===== src/core/psc_pkg.sv =====
// Shared constants for the pump staging controller
package psc_pkg;
  localparam int CLK_HZ = 20_000_000;
  localparam int SEC_S = 1;
  localparam int CYC_PER_SEC = CLK_HZ * SEC_S;
  localparam int SEC_W = 15;
  localparam int VAL_W = 9;
  localparam int HZ_W = 7;
  localparam int ADC_W = 12;
  localparam int CNT_W = 8;
  localparam int NPUMP = 4;
  // Level setpoints held in tenths of a foot
  localparam logic [8:0] LVL_DEF = 9'h032;
  localparam logic [8:0] LVL_MIN = 9'h005;
  localparam logic [8:0] LVL_MAX = 9'h1F4;
  localparam logic [8:0] FLOW_DEF = 9'h014;
  localparam logic [8:0] FLOW_MIN = 9'h00A;
  localparam logic [8:0] FLOW_MAX = 9'h140;
  localparam logic [8:0] SUC_LVL_MAX = 9'h0C8;
  localparam logic [8:0] SUC_RNG_MIN = 9'h01E;
  localparam logic [8:0] SUC_RNG_MAX = 9'h1F4;
  localparam logic [14:0] SUC_TIME_MAX = 15'h4650;
  localparam logic [14:0] DELAY_MAX = 15'h0E10;
  localparam logic [8:0] MARGIN_MAX = 9'h0C8;
  localparam logic [6:0] HZ_MAX = 7'h78;
  localparam logic [2:0] PUMP_MAX = 3'h4;
  localparam logic [11:0] ADC_FULL = 12'hFFF;
  localparam logic [0:0] SP_LEVEL = 1'h0;
  localparam logic [0:0] SP_FLOW = 1'h1;
endpackage


===== src/core/psc_timer.sv =====
// Seconds timer that restarts whenever its run level drops
`timescale 1ns/10ps
module psc_timer #(
  parameter int W = 15
) (
  input wire logic clk_in,
  input wire logic rst_b_in,
  input wire logic run_in,
  input wire logic tick_in,
  input wire logic [W-1:0] limit_in,
  output logic done_out
);
  logic [W-1:0] cnt;

  always_ff @(posedge clk_in) begin
    if (!rst_b_in || !run_in) begin
      cnt <= '0;
    end else if (tick_in && cnt < limit_in) begin
      cnt <= cnt + 1'b1;
    end
  end

  always_ff @(posedge clk_in) begin
    if (!rst_b_in) begin
      done_out <= 1'b0;
    end else begin
      done_out <= run_in && cnt >= limit_in;
    end
  end
endmodule


===== src/core/psc_scale.sv =====
// Scales a raw transducer code to psi, optionally inverted
`timescale 1ns/10ps
module psc_scale (
  input wire logic clk_in,
  input wire logic rst_b_in,
  input wire logic [11:0] raw_in,
  input wire logic [8:0] range_in,
  input wire logic invert_in,
  output logic [8:0] psi_out
);
  logic [11:0] code;
  logic [20:0] prod;

  always_comb begin
    code = invert_in ? psc_pkg::ADC_FULL - raw_in : raw_in;
    prod = code * range_in;
  end

  // Divide by 4096 rather than 4095: full scale reads one count low
  always_ff @(posedge clk_in) begin
    if (!rst_b_in) begin
      psi_out <= '0;
    end else begin
      psi_out <= prod[20:12];
    end
  end
endmodule


===== src/core/psc_core.sv =====
// Pump staging controller: setpoints, suction fault, lead/lag staging
`timescale 1ns/10ps
module psc_core #(
  parameter int TICKS_PER_SEC = psc_pkg::CYC_PER_SEC
) (
  input wire logic clk_in,
  input wire logic rst_b_in,
  input wire logic sp_wr_in,
  input wire logic sp_kind_in,
  input wire logic [1:0] sp_idx_in,
  input wire logic [8:0] sp_val_in,
  input wire logic [1:0] sp_sel_in,
  output logic [8:0] level_target_out,
  output logic [8:0] flow_target_out,
  input wire logic [11:0] suction_raw_in,
  input wire logic [8:0] suction_level_in,
  input wire logic [14:0] suction_time_in,
  input wire logic [8:0] suction_range_in,
  input wire logic suction_invert_in,
  output logic [8:0] suction_psi_out,
  output logic suction_fault_out,
  input wire logic constant_pressure_control_in,
  input wire logic [8:0] pressure_in,
  input wire logic [8:0] control_psi_in,
  input wire logic [6:0] freq_in,
  input wire logic [6:0] min_freq_in,
  input wire logic [6:0] max_freq_in,
  input wire logic [2:0] num_lag_in,
  input wire logic [14:0] stage_delay_in,
  input wire logic [14:0] destage_delay_in,
  input wire logic [14:0] stage_time_in,
  input wire logic [14:0] destage_time_in,
  input wire logic [27:0] stage_reduce_in,
  input wire logic [27:0] destage_boost_in,
  input wire logic [8:0] stage_margin_in,
  input wire logic [8:0] destage_margin_in,
  input wire logic [6:0] destage_min_offset_in,
  input wire logic precharge_in,
  input wire logic [2:0] precharge_pumps_in,
  output logic [3:0] relay_out,
  output logic [2:0] lag_count_out,
  output logic [6:0] freq_reduce_out,
  output logic [6:0] freq_boost_out,
  input wire logic clear_memory_in,
  input wire logic auto_restart_en_in,
  input wire logic [14:0] restart_delay_in,
  input wire logic key_up_in,
  input wire logic key_down_in,
  output logic restart_go_out,
  output logic [7:0] fault_count_out,
  output logic [7:0] restart_count_out
);
  function automatic logic [8:0] clamp9(input logic [8:0] v,
                                        input logic [8:0] lo,
                                        input logic [8:0] hi);
    if (v < lo) begin
      return lo;
    end else if (v > hi) begin
      return hi;
    end
    return v;
  endfunction

  function automatic logic [14:0] cap15(input logic [14:0] v,
                                        input logic [14:0] hi);
    return (v > hi) ? hi : v;
  endfunction

  function automatic logic [6:0] cap7(input logic [6:0] v);
    return (v > psc_pkg::HZ_MAX) ? psc_pkg::HZ_MAX : v;
  endfunction

  // Pin synchronisers; first stage feeds only the second
  logic [11:0] suc_s1, suc_s2;
  logic [8:0] prs_s1, prs_s2;
  logic [1:0] key_s1, key_s2;
  always_ff @(posedge clk_in) begin
    if (!rst_b_in) begin
      suc_s1 <= '0;
      suc_s2 <= '0;
      prs_s1 <= '0;
      prs_s2 <= '0;
      key_s1 <= '0;
      key_s2 <= '0;
    end else begin
      suc_s1 <= suction_raw_in;
      suc_s2 <= suc_s1;
      prs_s1 <= pressure_in;
      prs_s2 <= prs_s1;
      key_s1 <= {key_up_in, key_down_in};
      key_s2 <= key_s1;
    end
  end

  // One-second tick
  logic [24:0] tick_cnt;
  logic tick;
  always_ff @(posedge clk_in) begin
    if (!rst_b_in || tick_cnt == 25'(TICKS_PER_SEC - 1)) begin
      tick_cnt <= '0;
    end else begin
      tick_cnt <= tick_cnt + 1'b1;
    end
  end
  assign tick = tick_cnt == 25'(TICKS_PER_SEC - 1);

  // Setpoint storage
  logic [8:0] lvl_sp [psc_pkg::NPUMP];
  logic [8:0] flow_sp [psc_pkg::NPUMP];
  genvar gi;
  generate
    for (gi = 0; gi < psc_pkg::NPUMP; gi++) begin : g_sp
      always_ff @(posedge clk_in) begin
        if (!rst_b_in) begin
          lvl_sp[gi] <= psc_pkg::LVL_DEF;
          flow_sp[gi] <= psc_pkg::FLOW_DEF;
        end else if (sp_wr_in && sp_idx_in == 2'(gi)) begin
          if (sp_kind_in == psc_pkg::SP_LEVEL) begin
            lvl_sp[gi] <= clamp9(sp_val_in, psc_pkg::LVL_MIN,
                                 psc_pkg::LVL_MAX);
          end else begin
            flow_sp[gi] <= clamp9(sp_val_in, psc_pkg::FLOW_MIN,
                                  psc_pkg::FLOW_MAX);
          end
        end
      end
    end
  endgenerate

  always_ff @(posedge clk_in) begin
    if (!rst_b_in) begin
      level_target_out <= psc_pkg::LVL_DEF;
      flow_target_out <= psc_pkg::FLOW_DEF;
    end else begin
      level_target_out <= lvl_sp[sp_sel_in];
      flow_target_out <= flow_sp[sp_sel_in];
    end
  end

  // Suction supervision
  logic [8:0] suc_range;
  logic low_suction;
  assign suc_range = clamp9(suction_range_in, psc_pkg::SUC_RNG_MIN,
                            psc_pkg::SUC_RNG_MAX);
  psc_scale u_scale (
    .clk_in(clk_in),
    .rst_b_in(rst_b_in),
    .raw_in(suc_s2),
    .range_in(suc_range),
    .invert_in(suction_invert_in),
    .psi_out(suction_psi_out)
  );
  assign low_suction = suction_psi_out < clamp9(suction_level_in, '0,
                       psc_pkg::SUC_LVL_MAX);
  psc_timer #(.W(psc_pkg::SEC_W)) u_suc_tmr (
    .clk_in(clk_in),
    .rst_b_in(rst_b_in),
    .run_in(low_suction),
    .tick_in(tick),
    .limit_in(cap15(suction_time_in, psc_pkg::SUC_TIME_MAX)),
    .done_out(suction_fault_out)
  );

  // Staging conditions
  logic [2:0] num_lag;
  logic [9:0] prs_w, ctl_w;
  logic at_max, at_min, stage_cond, destage_cond;
  logic stage_done, destage_done, stage_fire, destage_fire;
  logic stage_win, destage_win, swin_done, dwin_done;
  assign num_lag = (num_lag_in > psc_pkg::PUMP_MAX) ? psc_pkg::PUMP_MAX
                   : num_lag_in;
  assign prs_w = {1'b0, prs_s2};
  assign ctl_w = {1'b0, control_psi_in};
  assign at_max = freq_in >= max_freq_in;
  assign at_min = {1'b0, freq_in} <=
                  {1'b0, min_freq_in} + {1'b0, cap7(destage_min_offset_in)};
  assign stage_cond = constant_pressure_control_in && at_max
    && lag_count_out < num_lag
    && prs_w + {1'b0, clamp9(stage_margin_in, '0, psc_pkg::MARGIN_MAX)}
       < ctl_w;
  assign destage_cond = constant_pressure_control_in && at_min
    && lag_count_out != '0
    && prs_w > ctl_w
       + {1'b0, clamp9(destage_margin_in, '0, psc_pkg::MARGIN_MAX)};

  // Run drops in the fire cycle so each timeout stages or destages exactly one pump
  psc_timer #(.W(psc_pkg::SEC_W)) u_stg_tmr (
    .clk_in(clk_in),
    .rst_b_in(rst_b_in),
    .run_in(stage_cond && !stage_fire),
    .tick_in(tick),
    .limit_in(cap15(stage_delay_in, psc_pkg::DELAY_MAX)),
    .done_out(stage_done)
  );
  psc_timer #(.W(psc_pkg::SEC_W)) u_dst_tmr (
    .clk_in(clk_in),
    .rst_b_in(rst_b_in),
    .run_in(destage_cond && !destage_fire),
    .tick_in(tick),
    .limit_in(cap15(destage_delay_in, psc_pkg::DELAY_MAX)),
    .done_out(destage_done)
  );

  always_ff @(posedge clk_in) begin
    if (!rst_b_in) begin
      stage_fire <= 1'b0;
      destage_fire <= 1'b0;
    end else begin
      stage_fire <= stage_done && stage_cond && !stage_fire;
      destage_fire <= destage_done && destage_cond && !destage_fire
                      && !(stage_done && stage_cond);
    end
  end

  always_ff @(posedge clk_in) begin
    if (!rst_b_in) begin
      lag_count_out <= '0;
    end else if (!constant_pressure_control_in) begin
      lag_count_out <= '0;
    end else if (stage_fire) begin
      lag_count_out <= lag_count_out + 1'b1;
    end else if (destage_fire) begin
      lag_count_out <= lag_count_out - 1'b1;
    end
  end

  // Frequency reduction and boost windows
  psc_timer #(.W(psc_pkg::SEC_W)) u_swin_tmr (
    .clk_in(clk_in),
    .rst_b_in(rst_b_in),
    .run_in(stage_win && !stage_fire),
    .tick_in(tick),
    .limit_in(cap15(stage_time_in, psc_pkg::DELAY_MAX)),
    .done_out(swin_done)
  );
  psc_timer #(.W(psc_pkg::SEC_W)) u_dwin_tmr (
    .clk_in(clk_in),
    .rst_b_in(rst_b_in),
    .run_in(destage_win && !destage_fire),
    .tick_in(tick),
    .limit_in(cap15(destage_time_in, psc_pkg::DELAY_MAX)),
    .done_out(dwin_done)
  );

  always_ff @(posedge clk_in) begin
    if (!rst_b_in) begin
      stage_win <= 1'b0;
      freq_reduce_out <= '0;
    end else if (stage_fire) begin
      stage_win <= 1'b1;
      freq_reduce_out <= cap7(stage_reduce_in[lag_count_out[1:0]*7 +: 7]);
    end else if (swin_done) begin
      stage_win <= 1'b0;
      freq_reduce_out <= '0;
    end
  end

  always_ff @(posedge clk_in) begin
    if (!rst_b_in) begin
      destage_win <= 1'b0;
      freq_boost_out <= '0;
    end else if (destage_fire) begin
      destage_win <= 1'b1;
      freq_boost_out <=
        cap7(destage_boost_in[{lag_count_out[1:0] - 2'h1}*7 +: 7]);
    end else if (dwin_done) begin
      destage_win <= 1'b0;
      freq_boost_out <= '0;
    end
  end

  // Relays: lag pumps fill from relay one, precharge also fills its own count from relay one
  logic [2:0] pre_n;
  assign pre_n = (precharge_pumps_in > psc_pkg::PUMP_MAX)
                 ? psc_pkg::PUMP_MAX : precharge_pumps_in;
  generate
    for (gi = 0; gi < psc_pkg::NPUMP; gi++) begin : g_rly
      always_ff @(posedge clk_in) begin
        if (!rst_b_in) begin
          relay_out[gi] <= 1'b0;
        end else begin
          relay_out[gi] <= lag_count_out > 3'(gi)
                           || (precharge_in && pre_n > 3'(gi));
        end
      end
    end
  endgenerate

  // Auto-restart countdown after a suction fault
  logic fault_q, pending, rst_done, keys_both;
  assign keys_both = key_s2 == 2'b11;
  always_ff @(posedge clk_in) begin
    if (!rst_b_in) begin
      fault_q <= 1'b0;
    end else begin
      fault_q <= suction_fault_out;
    end
  end
  psc_timer #(.W(psc_pkg::SEC_W)) u_rst_tmr (
    .clk_in(clk_in),
    .rst_b_in(rst_b_in),
    .run_in(pending),
    .tick_in(tick),
    .limit_in(restart_delay_in),
    .done_out(rst_done)
  );
  always_ff @(posedge clk_in) begin
    if (!rst_b_in) begin
      pending <= 1'b0;
      restart_go_out <= 1'b0;
    end else begin
      restart_go_out <= pending && (rst_done || keys_both);
      if (pending && (rst_done || keys_both)) begin
        pending <= 1'b0;
      end else if (suction_fault_out && !fault_q && auto_restart_en_in) begin
        pending <= 1'b1;
      end
    end
  end

  // Counting wins over clear so a coincident event is kept
  always_ff @(posedge clk_in) begin
    if (!rst_b_in) begin
      fault_count_out <= '0;
    end else if (suction_fault_out && !fault_q) begin
      fault_count_out <= clear_memory_in ? 8'h01 : fault_count_out + 1'b1;
    end else if (clear_memory_in) begin
      fault_count_out <= '0;
    end
  end
  always_ff @(posedge clk_in) begin
    if (!rst_b_in) begin
      restart_count_out <= '0;
    end else if (restart_go_out) begin
      restart_count_out <= clear_memory_in ? 8'h01
                           : restart_count_out + 1'b1;
    end else if (clear_memory_in) begin
      restart_count_out <= '0;
    end
  end

  chk_relays_ordered: assert property (@(posedge clk_in) disable iff (!rst_b_in)
    !precharge_in ##1 !$past(precharge_in) |->
    relay_out == 4'((5'h01 << $past(lag_count_out)) - 5'h01))
    else $error("relays not in ascending order");
  chk_lag_limit: assert property (@(posedge clk_in) disable iff (!rst_b_in)
    lag_count_out <= psc_pkg::PUMP_MAX)
    else $error("lag count above four");
  chk_stage_step: assert property (@(posedge clk_in) disable iff (!rst_b_in)
    stage_fire && constant_pressure_control_in |=>
    lag_count_out == $past(lag_count_out) + 3'h1)
    else $error("stage did not add one pump");
  chk_stage_cancel: assert property (@(posedge clk_in) disable iff (!rst_b_in)
    !stage_cond |=> !stage_fire)
    else $error("stage fired without condition");
  chk_cp_only: assert property (@(posedge clk_in) disable iff (!rst_b_in)
    !constant_pressure_control_in |=> lag_count_out == '0)
    else $error("staging outside constant pressure");
  chk_reduce_window: assert property (@(posedge clk_in)
    disable iff (!rst_b_in)
    !stage_win |-> freq_reduce_out == '0)
    else $error("reduction outside stage window");
  chk_suction_fault: assert property (@(posedge clk_in)
    disable iff (!rst_b_in)
    !low_suction |=> !suction_fault_out)
    else $error("suction fault without low suction");
  chk_key_abort: assert property (@(posedge clk_in) disable iff (!rst_b_in)
    pending && keys_both |=> restart_go_out ##1 !pending)
    else $error("keys did not abort countdown");
  chk_clear_mem: assert property (@(posedge clk_in) disable iff (!rst_b_in)
    clear_memory_in && !restart_go_out |=> restart_count_out == '0)
    else $error("clear memory left restart count");
endmodule


===== config.mk =====
export PLATFORM = sky130hd
export DESIGN_NAME = psc_core
export DESIGN_NICKNAME = d
export VERILOG_FILES = /design/src/core/psc_pkg.sv /design/src/core/psc_timer.sv /design/src/core/psc_scale.sv /design/src/core/psc_core.sv
export SDC_FILE = /design/constraint.sdc
export NUM_CORES = 1
export LEC_CHECK = 0
export ABC_AREA = 1
export CAP_MARGIN = 5
export CORE_ASPECT_RATIO = 0.5
export CORE_MARGIN = 10
export CORE_UTILIZATION = 59
export CTS_CLUSTER_SIZE = 12
export DETAILED_ROUTE_END_ITERATION = 7
export DONT_BUFFER_PORTS = 1
export PLACE_DENSITY_LB_ADDON = 0.08
export SETUP_SLACK_MARGIN = 0.1
export SLEW_MARGIN = 10
export SYNTH_ARGS = -nofsm -noshare
export SYNTH_HDL_FRONTEND = slang
export SYNTH_HIERARCHICAL = 1
export SYNTH_SLANG_ARGS = --single-unit

===== constraint.sdc =====
create_clock -name clk_in -period 4.25 [get_ports clk_in]
set_clock_uncertainty 0.05 [all_clocks]
set_input_delay 0.2125 -clock clk_in [delete_from_list [all_inputs] [get_ports clk_in]]
set_output_delay 0.2125 -clock clk_in [all_outputs]
set_load 0.01 [all_outputs]

==> summary.md <==
| Metric | Value |
|---|---|
| Result of the run | `complete, no violations` |
| Final count of hold timing violations | `0` |
| Initial antenna violation count | `3` |
| Data required time at the worst endpoint | `4.69 ns` |
| Unrepaired setup endpoints after global routing | `true` |
| All-layer global routing usage | `25.7%` |
| Insertion delay to the later sink of the worst-skew pair | `0.61 ns` |
| Slew @ Worst Pin | `1.17 ns` |
| Startpoint-to-endpoint class of the critical path | `flip-flop to flip-flop` |
| Post-layout worst setup margin | `0.108 ns` |
| Max-capacitance violation count | `0` |
| Number of nets in the layout | `4,236` |
| Detailed-route wire length | `66.0 mm` |
| Sequential-to-total area share from yosys stat | `29.0%` |
| Maximum vdd ir drop | `0.000567 V` |
| CP Cell Sequence | `or2_2, nand2_2, inv_1, buf_4, nand2_1, fa_1, inv_1, fa_1, fa_1, fa_1, ha_4, nand2_1, nand2_1, a31oi_1, inv_1, a21oi_2, nand3_1, nand2_1, nor2_1` |
| Static Leak | `12.9 nW` |
| Slowest cell delay on critical path | `0.59 ns` |
| Effective utilization at floorplan | `60.6%` |
| Final worst path period need | `4.14 ns` |
| Min-Delay Path Class | `primary input to flip-flop` |
| Layout cell share with drive strength beyond 1 | `9.13%` |
| Synth async-reset ratio | `0%` |
| Power per cell area | `363 nW/um^2` |
| Placed cells | `4,037` |
| Post-synth EDFFs | `72` |
| Number of optimization iterations in the first detailed-route pass | `7` |
| Sum of negative setup slack | `0 ns` |
| Number of distinct library cells after synthesis | `55` |
| IO Count | `336` |
| Number of H-tree branching levels | `1` |
| Predominant post-synthesis flop cell | `sky130_fd_sc_hd__dfxtp_1` |
| Post-CTS clock slew at the launch and capture registers of the worst setup and hold paths | `0.07 ns` |
| Most used cells in the layout excluding fill and tap cells | `sky130_fd_sc_hd__nand2_1 (765), sky130_fd_sc_hd__inv_1 (660), sky130_fd_sc_hd__nor2_1 (546)` |
| Pre-CTS setup slack | `-0.139 ns` |
| Global-route wire length before repair | `107 mm` |
| Synthesized netlist cell count | `3,519` |
| Clk sink count | `310` |
| Detail Placement HPWL | `50.0 mm` |
| Final slew viol count | `0` |
| Average routed wire per standard cell | `15.6 microns` |
| Kind of launch point of the worst setup path | `flip-flop` |
| Nature of the critical path endpoint | `flip-flop` |
| Arrival time reported for the critical path endpoint | `4.58 ns` |
| Core outline area | `39,400 sq um` |
| Height of the die | `162 microns` |
| Max Clock Freq | `241 MHz` |
| Synthesized flop and latch total | `310` |
| Worst path slowest cell | `sky130_fd_sc_hd__fa_1` |
| Final setup vio count | `0` |
| Total vias in the final route | `22,442` |
| DIE WIDTH | `304 microns` |
| Die area | `49,400 sq um` |
| Final global-route overflow total | `0` |
| Layout Cells excl Fill | `4,237` |
| Root cell of the clock tree | `sky130_fd_sc_hd__clkbuf_16` |
| Area Overhead vs Synth | `15.0%` |
| Number of port buffers | `0` |
| Critical Path Fanout Max | `4` |
| Clock tree from TritonCTS | `done` |
| Final total power | `9.96 mW` |
| Synthesized area per cell | `6.78 sq um` |
| Final Cycle Share | `97.5%` |
| Smallest hold slack | `0.0448 ns` |
| Cell area after synthesis | `23,800 sq um` |
| Max-slew headroom at the worst pin | `21.8%` |
| Leading cell type in the layout, fill and taps excluded | `sky130_fd_sc_hd__nand2_1` |
| Count of routing violations after the opening detailed-route iteration | `1,673` |
| Routed vias/inst | `5.30` |
| Setup slack of the worst register-to-register path | `0.11 ns` |
| Number of buffers added by the clock tree synthesis step | `31` |
| Number of global-route vias before repair | `21,569` |
| Synthesis Warnings | `6` |
| Standard-cell rows | `51` |
| CTS Buffer Depth | `3` |
| Remaining design rule violation count | `0` |
| Maximum number of pins on one net before global-route repair | `58` |
| Weighted congestion reported at the end of routability-driven placement | `0.915` |
| Post-route antenna net violation count | `0` |
cell families after synthesis:
logic type               Yosys count  synth area share (%)
flip-flops                       310                  29.0
adder cells (fa/ha/maj)          281                  17.0
AO/OA/AOI/OAI                    307                  7.18
XOR/XNOR                          32                  1.18
buffers and inverters            784                  12.8
other                              2                0.0315
AND/OR/NAND/NOR                 1803                  32.7
state kept, by name, summed over array words and instances, names as in the netlist, 8 cells and up:
signal	cells
prs_s1	9
u_scale/psi_out	9
flow_sp	36
flow_target_out	9
lvl_sp	36
u_swin_tmr/cnt	15
fault_count_out	8
suc_s1	12
u_rst_tmr/cnt	15
level_target_out	9
restart_count_out	8
prs_s2	9
suc_s2	12
u_suc_tmr/cnt	15
u_dst_tmr/cnt	15
u_stg_tmr/cnt	15
u_dwin_tmr/cnt	15
tick_cnt	25
synth_stat cells (6+ instances only):
cell	number	area [sq um]
sky130_fd_sc_hd__nand2_1	790	2970
sky130_fd_sc_hd__inv_1	677	2540
sky130_fd_sc_hd__nor2_1	555	2080
sky130_fd_sc_hd__dfxtp_1	238	4760
sky130_fd_sc_hd__ha_1	208	2600
sky130_fd_sc_hd__nand3_1	171	856
sky130_fd_sc_hd__a21oi_1	144	721
sky130_fd_sc_hd__nand4_1	110	688
sky130_fd_sc_hd__o21ai_0	90	450
sky130_fd_sc_hd__fa_1	73	1460
sky130_fd_sc_hd__edfxtp_1	72	2160
sky130_fd_sc_hd__nor3_1	43	215
sky130_fd_sc_hd__or2_2	39	244
sky130_fd_sc_hd__clkbuf_1	38	143
sky130_fd_sc_hd__buf_2	26	130
sky130_fd_sc_hd__nor2_2	24	150
sky130_fd_sc_hd__xor2_1	18	158
sky130_fd_sc_hd__inv_2	16	60.1
sky130_fd_sc_hd__nand2_2	16	100
sky130_fd_sc_hd__o211ai_1	16	120
sky130_fd_sc_hd__xnor2_1	14	123
sky130_fd_sc_hd__nand3_2	13	130
sky130_fd_sc_hd__a31oi_1	12	75.1
sky130_fd_sc_hd__a21oi_2	10	87.6
sky130_fd_sc_hd__buf_4	10	75.1
sky130_fd_sc_hd__nor4_1	10	62.6
sky130_fd_sc_hd__clkinv_1	8	30.0
sky130_fd_sc_hd__o21bai_1	8	60.1
sky130_fd_sc_hd__nor2_4	7	78.8
sky130_fd_sc_hd__nand4_2	6	75.1
sky130_fd_sc_hd__o22ai_1	6	37.5
area by class of cell:
cell class	count	area [sq um]
Clock buffer	47	856
Multi-Input combinational cell	2438	14300
Inverter	702	2650
Tap cell	530	663
Fill cell	3389	12000
Sequential cell	310	6940
Antenna cell	3	7.51
Timing Repair Buffer	202	1920
Clock inverter	5	93.8
stage by stage:
step / instance area, sq um / utilization (%)
CTS: 27200 / 69.1
floorplan: 24100 / -
detailed placement: 24700 / 62.8
global placement: 24700 / 62.8
finish: 27400 / 69.6
global route: 27400 / 69.6
path summary, 6_finish.rpt:
path	start	to	cells past startpoint
setup reg to reg	suc_s2[10]	u_scale/psi_out[6]	19
hold / removal	rst_b_in	flow_sp[2][6]	1
setup / recovery	suc_s2[10]	u_scale/psi_out[6]	19
hold reg to reg	suc_s1[5]	suc_s2[5]	2
worst max-delay path: cells and delay by family (launching register included):
family                   cells  cell delay [ns]
AO/OA/AOI/OAI                2             0.36
adder cells (fa/ha/maj)      5             2.16
buffers and inverters        4             0.39
flip-flops                   1             0.31
AND/OR/NAND/NOR              8             0.78
metal layers:
| metal | share of wire [%] | global-route usage (%) | up-vias |
|---|---|---|---|
| li1 | - | - | 11309 |
| met1 | 41 | 30.1 | 10296 |
| met2 | 49 | 46.9 | 662 |
| met3 | 6.4 | 4.41 | 175 |
| met4 | 4.1 | 9.39 | 0 |
| met5 | 0 | 0 | - |
where the power goes:
part / internal, mW / switching [mW] / leakage (nW)
Clock: 1.50 / 1.21 / 0.459
Sequential: 3.14 / 0.0957 / 2.64
Combinational: 1.79 / 2.23 / 9.77
what timing repair did:
item | 4_1_cts | 5_1_grt
buffers inserted | 7 | 3
gates resized for setup | 42 | 50
hold endpoints to repair | 203 | 1
pin swaps | 28 | 47
setup endpoints to repair | 8 | 9
hold buffers | 134 | 1
Power figures use the tool's default switching activity.
